<file path="src/tsled_map.vh">
`ifndef TSLED_MAP_VH
`define TSLED_MAP_VH

// ****************************************
// temperature
// ****************************************
`define TSLED_TEMP_W 8
`define TSLED_TRIP_C 8'h4b
`define TSLED_SPOT_W 2
`define TSLED_SPOT_MAINBOARD 2'h0
`define TSLED_READ_INVALID 8'h00

// ****************************************
// led colours
// ****************************************
`define TSLED_COL_W 2
`define TSLED_COL_OFF 2'h0
`define TSLED_COL_RED 2'h1
`define TSLED_COL_GREEN 2'h2
`define TSLED_COL_ORANGE 2'h3

// ****************************************
// timing
// ****************************************
`define TSLED_CLK_HZ 125000000
`define TSLED_SLOW_HZ 1
`define TSLED_FAST_HZ 4
`define TSLED_DIV_W 27

`endif

</file>
<file path="src/tsled_thermal_status.v">
// Behaviour
// - enter partial shutdown when temperature rises above 75 C trip point.
// - commands from host stay accepted during partial shutdown.
// - image acquisition blocked while in partial shutdown.
// - power-saving enable raised in shutdown, about seventy percent power.
// - shutdown stays latched until srst; temperature falling never clears it.
// - spot selector offers mainboard only; reading returned in Celsius.
// - steady red while not initialised and not in partial shutdown.
// - slow red flash while link not configured and not being checked.
// - fast red flash while in partial shutdown.
// - fast orange flash while checking link configuration.
// - steady green when link configured and not acquiring.
// - fast green flash while acquiring.
`timescale 1ns/1ps
`default_nettype none
`include "tsled_map.vh"

module tsled_thermal_status #(
  parameter [`TSLED_DIV_W-1:0] SLOW_HALF = (`TSLED_CLK_HZ / `TSLED_SLOW_HZ) / 2,
  parameter [`TSLED_DIV_W-1:0] FAST_HALF = (`TSLED_CLK_HZ / `TSLED_FAST_HZ) / 2
) (
  input wire clk_sys,
  input wire srst,
  input wire [`TSLED_TEMP_W-1:0] tempSensor,
  input wire tempValid,
  input wire [`TSLED_SPOT_W-1:0] temp_spot_select,
  input wire initDone,
  input wire linkChecking,
  input wire linkConfigured,
  input wire acqActive,
  input wire cmdValid,
  output wire cmdReady,
  output reg [`TSLED_TEMP_W-1:0] temp_reading_celsius,
  output reg shutdownActive,
  output wire acqEnable,
  output wire powerReduce,
  output reg [`TSLED_COL_W-1:0] ledColour
);

  // ****************************************
  // shutdown latch
  // ****************************************
  reg shutdown_q;
  wire overTemp;
  assign overTemp = tempValid && (tempSensor > `TSLED_TRIP_C);

  always @(posedge clk_sys) begin
    if (srst) begin
      shutdown_q <= 1'b0;
    end else if (overTemp) begin
      shutdown_q <= 1'b1;
    end
  end
  // no clear path besides reset

  always @(posedge clk_sys) begin
    if (srst) begin
      shutdownActive <= 1'b0;
    end else begin
      shutdownActive <= shutdown_q | overTemp;
    end
  end

  assign cmdReady = 1'b1;
  assign acqEnable = ~shutdownActive;
  assign powerReduce = shutdownActive;

  // ****************************************
  // temperature readback
  // ****************************************
  always @(posedge clk_sys) begin
    if (srst) begin
      temp_reading_celsius <= `TSLED_READ_INVALID;
    end else if (tempValid && temp_spot_select == `TSLED_SPOT_MAINBOARD) begin
      temp_reading_celsius <= tempSensor;
    end
  end

  // ****************************************
  // flash dividers
  // ****************************************
  reg [`TSLED_DIV_W-1:0] slowCnt_q;
  reg [`TSLED_DIV_W-1:0] fastCnt_q;
  reg slowPh_q;
  reg fastPh_q;

  always @(posedge clk_sys) begin
    if (srst) begin
      slowCnt_q <= {`TSLED_DIV_W{1'b0}};
      fastCnt_q <= {`TSLED_DIV_W{1'b0}};
      slowPh_q <= 1'b0;
      fastPh_q <= 1'b0;
    end else begin
      if (slowCnt_q >= SLOW_HALF - 1'b1) begin
        slowCnt_q <= {`TSLED_DIV_W{1'b0}};
        slowPh_q <= ~slowPh_q;
      end else begin
        slowCnt_q <= slowCnt_q + 1'b1;
      end
      if (fastCnt_q >= FAST_HALF - 1'b1) begin
        fastCnt_q <= {`TSLED_DIV_W{1'b0}};
        fastPh_q <= ~fastPh_q;
      end else begin
        fastCnt_q <= fastCnt_q + 1'b1;
      end
    end
  end

  // ****************************************
  // led selection
  // ****************************************
  reg [`TSLED_COL_W-1:0] ledColour_d;
  always @* begin
    if (shutdownActive) begin
      ledColour_d = fastPh_q ? `TSLED_COL_RED : `TSLED_COL_OFF;
    end else if (!initDone) begin
      ledColour_d = `TSLED_COL_RED;
    end else if (linkChecking) begin
      ledColour_d = fastPh_q ? `TSLED_COL_ORANGE : `TSLED_COL_OFF;
    end else if (!linkConfigured) begin
      ledColour_d = slowPh_q ? `TSLED_COL_RED : `TSLED_COL_OFF;
    end else if (acqActive) begin
      ledColour_d = fastPh_q ? `TSLED_COL_GREEN : `TSLED_COL_OFF;
    end else begin
      ledColour_d = `TSLED_COL_GREEN;
    end
  end

  always @(posedge clk_sys) begin
    if (srst) begin
      ledColour <= `TSLED_COL_RED;
    end else begin
      ledColour <= ledColour_d;
    end
  end

endmodule
`default_nettype wire

</file>
<file path="config.mk">
export PLATFORM = sky130hd
export DESIGN_NAME = tsled_thermal_status
export DESIGN_NICKNAME = d
export VERILOG_FILES = /design/src/tsled_thermal_status.v
export VERILOG_INCLUDE_DIRS = /design/src
export SDC_FILE = /design/constraint.sdc
export NUM_CORES = 1
export LEC_CHECK = 0
export CORE_ASPECT_RATIO = 1.2
export CORE_MARGIN = 2
export CORE_UTILIZATION = 60
export CTS_CLUSTER_DIAMETER = 200
export DETAILED_ROUTE_END_ITERATION = 8
export DONT_BUFFER_PORTS = 1
export HOLD_SLACK_MARGIN = 0.15
export PLACE_DENSITY = 0.76
export SYNTH_ARGS = -nofsm -noshare
export SYNTH_HDL_FRONTEND = slang
export SYNTH_SLANG_ARGS = --single-unit
</file>
<file path="constraint.sdc">
create_clock -name clk_sys -period 2.2 [get_ports clk_sys]
set_input_delay 0.11 -clock clk_sys [delete_from_list [all_inputs] [get_ports clk_sys]]
set_output_delay 0.11 -clock clk_sys [all_outputs]
set_load 0.02 [all_outputs]
</file>
# --- After elaboration in Yosys (flattened, before gate mapping) ---
# Cells that the tools add are included.
totals:
  reg_bits: 68
  output_inout_bits: 14
classes:
  n_lt_le_gt_ge: 3
  n_reduce_logical: 5
  bitwise_logic: 4
  n_addsub: 2
  mux: 9
ops:
  columns: ["op", "count"]
  rows:
  - ["27-bit by 1-bit adder with 27-bit output, second input constant", 2]
  - ["27-bit by 24-bit >= comparator with 1-bit output, second input constant", 1]
  - ["27-bit by 26-bit >= comparator with 1-bit output, second input constant", 1]
  - ["2-bit 2-to-1 mux", 7]
  - ["8-bit by 7-bit greater-than comparator with 1-bit output, second input constant", 1]
  - ["2-bit OR reduction", 2]
  - ["1-bit inverter", 3]
  - ["1-bit logical AND", 2]
  - ["2-bit zero test", 1]
  - ["1-bit 2-to-1 mux", 2]
  - ["1-bit bitwise OR", 1]

# --- Logic depth before layout (Yosys ltp) ---
depth:
  ltp_word: 6
  ltp_mapped: 8

# --- Worst setup path after synthesis ---
# Ideal clock, no wire load.
synth_timing:
  path_kind: "register -> register"
  from: "reg fastCnt_q[0]"
  to: "reg fastPh_q"
  stages_incl_launch_ff: 8
  arrival_ns: 1.863
  slack_ns: 0.216
  synth_period_minus_slack_ns: 1.984
  path_cell_list: "dfxtp_1 ha_1 a21o_1 a2111oi_2 nor4_1 o31a_1 buf_6 mux2_4"
synth_via:
  elab_chain_cells: 1
synth_lines:
  columns: ["item", "line", "source"]
  rows:
  - ["from (decl)", "tsled_thermal_status.v:83", "reg [`TSLED_DIV_W-1:0] fastCnt_q;"]
  - ["from (signal assigned)", "tsled_thermal_status.v:90", "fastCnt_q <= {`TSLED_DIV_W{1'b0}};"]
  - ["from (signal assigned)", "tsled_thermal_status.v:101", "fastCnt_q <= {`TSLED_DIV_W{1'b0}};"]
  - ["from (signal assigned)", "tsled_thermal_status.v:104", "fastCnt_q <= fastCnt_q + 1'b1;"]
  - ["27-bit by 24-bit >= comparator with 1-bit output", "tsled_thermal_status.v:100", "if (fastCnt_q >= FAST_HALF - 1'b1) begin"]
  - ["to (signal assigned)", "tsled_thermal_status.v:102", "fastPh_q <= ~fastPh_q;"]
  - ["to (decl)", "tsled_thermal_status.v:85", "reg fastPh_q;"]
# No other way between the ends.
# A chain may end at the register's enable or synchronous reset.

# --- Worst setup path after layout ---
layout_timing:
  from: "reg fastCnt_q[0]"
  to: "reg fastCnt_q[2]"
layout_via:
  elab_chain_cells: 2
  elab_cells_between_ends: 3
layout_lines:
  columns: ["item", "line"]
  rows:
  - ["27-bit by 24-bit >= comparator with 1-bit output", "tsled_thermal_status.v:100"]
  - ["2-bit OR reduction (no source line)", null]
# Parallel ways exist; a longest one is shown, timed or not.

==> impl_metrics.tcl <==
set metrics [dict create \
    peakVddDrop_mv 0.5732 \
    first_iter_violations 144 \
    top_layer "met4" \
    wl_mm 6.091 \
    whs_ns 0.2015 \
    die_area_um2 5800 \
    num_rows 28 \
    finalHoldViolations 0 \
    die_h_um 83.03 \
    yosysTopAreaCell "dfxtp_1" \
    grt_pass1_vias 2387 \
    h-tree-depth 3 \
    cts_tree "yes" \
    insertion_delay_ns 0.35 \
    die_x_um 69.86 \
    clk_pin_slew_ns 0.06 \
    gp_congestion 0.8385 \
    grt.total_usage 0.2245 \
    synth_edf_count 0 \
    viasPerCell 5.809 \
    swShare 0.2241 \
    dp_hpwl_mm 3.774 \
    power.switching_uw 531.1 \
    worst_path_max_delay_cell "a2111oi_4" \
    yosysSeqAreaShare 0.4359 \
    intPower_uw 1839 \
    root_buffer "clkbuf_8" \
    cp_cell_sequence "ha_1, a21o_1, a2111oi_4, nor4_1, o31a_1, buf_6, nor3_1" \
    rsz0062_at_grt "false" \
    min_period_ns 2.081 \
    final-seq-area_um2 1361 \
    min_path_type "in -> reg" \
    drt-wirelength-per-cell_um 14.37 \
    dpl_worst_slack_ns 0.1337 \
    fmax_mhz 480.6 \
    dr_wl_met2_mm 2.892 \
    drt_pre_antenna_iters 4 \
    leakage_uw 0.001231 \
    yosysTopAreaCellShare 0.4359 \
    grt_pass1_wl_mm 10.47 \
    worst_path_largest_cell_delay_ns 0.37 \
    end_kind "flop" \
    ys_types 46 \
    fin_ws_ns 0.1194 \
    initial_utilization 0.6278 \
    drive_gt1_frac 0.1346 \
    p_clk_frac 0.407 \
    cts_sinks 68 \
    grt_max_degree 41 \
    outcome "complete, no violations" \
    finalCritPeriodShare 0.9457 \
    finalSetupViolCount 0 \
    worst_setup_path_start_kind "flop" \
    wl_met3_um 380 \
    worst_slew_pin_slew_ns 0.5439 \
    combPwrFrac 0.052 \
    seqPwrFrac 0.541 \
    instances_no_fill 424 \
    synth_cells 338 \
    antenna_cells 0 \
    crit_arrival_ns 2.34 \
    via_count 2463 \
    fin_skew_ns 0.008013 \
    p_total_uw 2370 \
    drc 0 \
    ys_ff_latch 68 \
    area_growth_pct 13.26 \
    ant_nets 0 \
    grt_remaining_overflow 0 \
    cts_buffers 9 \
    antenna_found_initial 0 \
    nets 382 \
    ys_warn_count 0 \
    final_cell_mix "dfxtp_1, nor2_1, xor2_1" \
    max-slew-margin-rel 0.6369 \
    ys_async_sr_fraction 0 \
    wl_met1_mm 2.641 \
    coreArea_um2 4975 \
    port_buffers 0 \
    fillers 371 \
    setup_tns_ns 0 \
    critPathKind "reg -> reg" \
    required_ns 2.46 \
    io_pins 32 \
    maxSlewViolCount 0 \
    crit_fanout 14 \
    cap_viol_max_count 0 \
    yosys-top-cells-area "dfxtp_1, xor2_1, nor3_2, nor2_1, xnor2_1" \
    multi_input_area_um2 1652 \
    post_cts_buffers 0 \
    clk_path_buf_depth 2 \
    avgSynthCellArea_um2 9.240 \
    synth.cell_area_um2 3123 \
    ys.flop_type "dfxtp_1" \
    final_common_cell "dfxtp_1" \
    placedCellCount 395 \
    power_density_nw_per_um2 669.9 \
]
[sequential cells by signal (all words and copies together), names as in the netlist]
register and flops:
ledColour 2, slowCnt_q 27, slowPh_q 1, temp_reading_celsius 8, powerReduce 1, fastCnt_q 27, fastPh_q 1, shutdown_q 1
[cell families after synthesis]
kind of cell    count (synthesis)  share of synthesized area
compound gates                 22                    0.05369
fa+ha+maj                       2                   0.008012
flops                          68                     0.4359
simple gates                  166                     0.2969
other cells                     2                   0.002405
buf+inv                        23                    0.04287
xor+xnor                       45                     0.1262
mux                            10                    0.03405
[power groups by stage]
stage	combinational [uW]	sequential, uW	clock (uW)
global placement	74.3	1310	0
detailed placement	77.2	1310	0
floorplan	88.3	1300	0
global route	132	1280	1030
CTS	119	1280	986
finish	124	1280	964
[metrics by stage]
stage                     utilization  cell area [um^2]
after detailed placement       0.6378              3173
final                          0.7110              3537
after CTS                      0.7077              3521
after global routing           0.7110              3537
after floorplan                     -              3134
after global placement         0.6378              3173
[area by class of cell]
| class | count | share of cell area |
|---|---|---|
| Clock buffer | 10 | 0.03891 |
| Timing Repair Buffer | 25 | 0.06827 |
| Inverter | 8 | 0.008490 |
| Sequential cell | 68 | 0.3849 |
| Clock inverter | 3 | 0.01132 |
| Multi-Input combinational cell | 250 | 0.4669 |
| Tap cell | 60 | 0.02122 |
[worst max-delay path: cells and delay by family (launching register included)]
| family | cells | cell delay [ns] |
|---|---|---|
| DFF | 1 | 0.35 |
| buffers and inverters | 1 | 0.20 |
| AOI/OAI and AO/OA | 3 | 0.91 |
| and+or+nand+nor | 2 | 0.29 |
| adders and majority gates | 1 | 0.23 |
[routing by layer]
metal  global-route usage  vias up
met2               0.3489       74
met5                    0        -
met3              0.06189       15
met4               0.1241        0
li1                     -     1208
met1               0.2799     1166
[synth_stat cells, types with 2 or more instances]
| library cell | count |
|---|---|
| dfxtp_1 | 68 |
| nor2_1 | 50 |
| xor2_1 | 27 |
| nand3_1 | 21 |
| nor3_2 | 19 |
| xnor2_1 | 18 |
| nand2_1 | 17 |
| nor3_1 | 16 |
| nand4_1 | 15 |
| and3_1 | 10 |
| inv_1 | 8 |
| mux2i_1 | 8 |
| a31oi_1 | 5 |
| clkbuf_1 | 5 |
| buf_2 | 4 |
| o21ai_0 | 4 |
| nor3b_1 | 3 |
| nor4_1 | 3 |
| a21o_1 | 2 |
| a21oi_1 | 2 |
| and4_1 | 2 |
| buf_4 | 2 |
| conb_1 | 2 |
| ha_1 | 2 |
| nand2b_1 | 2 |
| nor2b_1 | 2 |
| o31a_1 | 2 |
[what timing repair did]
item / in CTS / in global routing
setup endpoints to repair: 0 / 10
hold buffers: 16 / 0
gates resized for setup: 0 / 2
endpoints found under the hold margin: 40 / 0
[path summary, 6_finish.rpt]
check / end / startpoint / cells after the start / slack, ns
worst max register to register: fastCnt_q[2]$_SDFF_PP0_ / fastCnt_q[0]$_SDFF_PP0_ / 7 / 0.12
worst min-delay path: temp_reading_celsius[3]$_SDFFE_PP0P_ / temp_spot_select[1] / 4 / 0.20
worst max-delay path: fastCnt_q[2]$_SDFF_PP0_ / fastCnt_q[0]$_SDFF_PP0_ / 7 / 0.12
worst min register to register: slowCnt_q[0]$_SDFF_PP0_ / slowCnt_q[0]$_SDFF_PP0_ / 1 / 0.48
No activity file was read; power rests on OpenSTA's default activity.
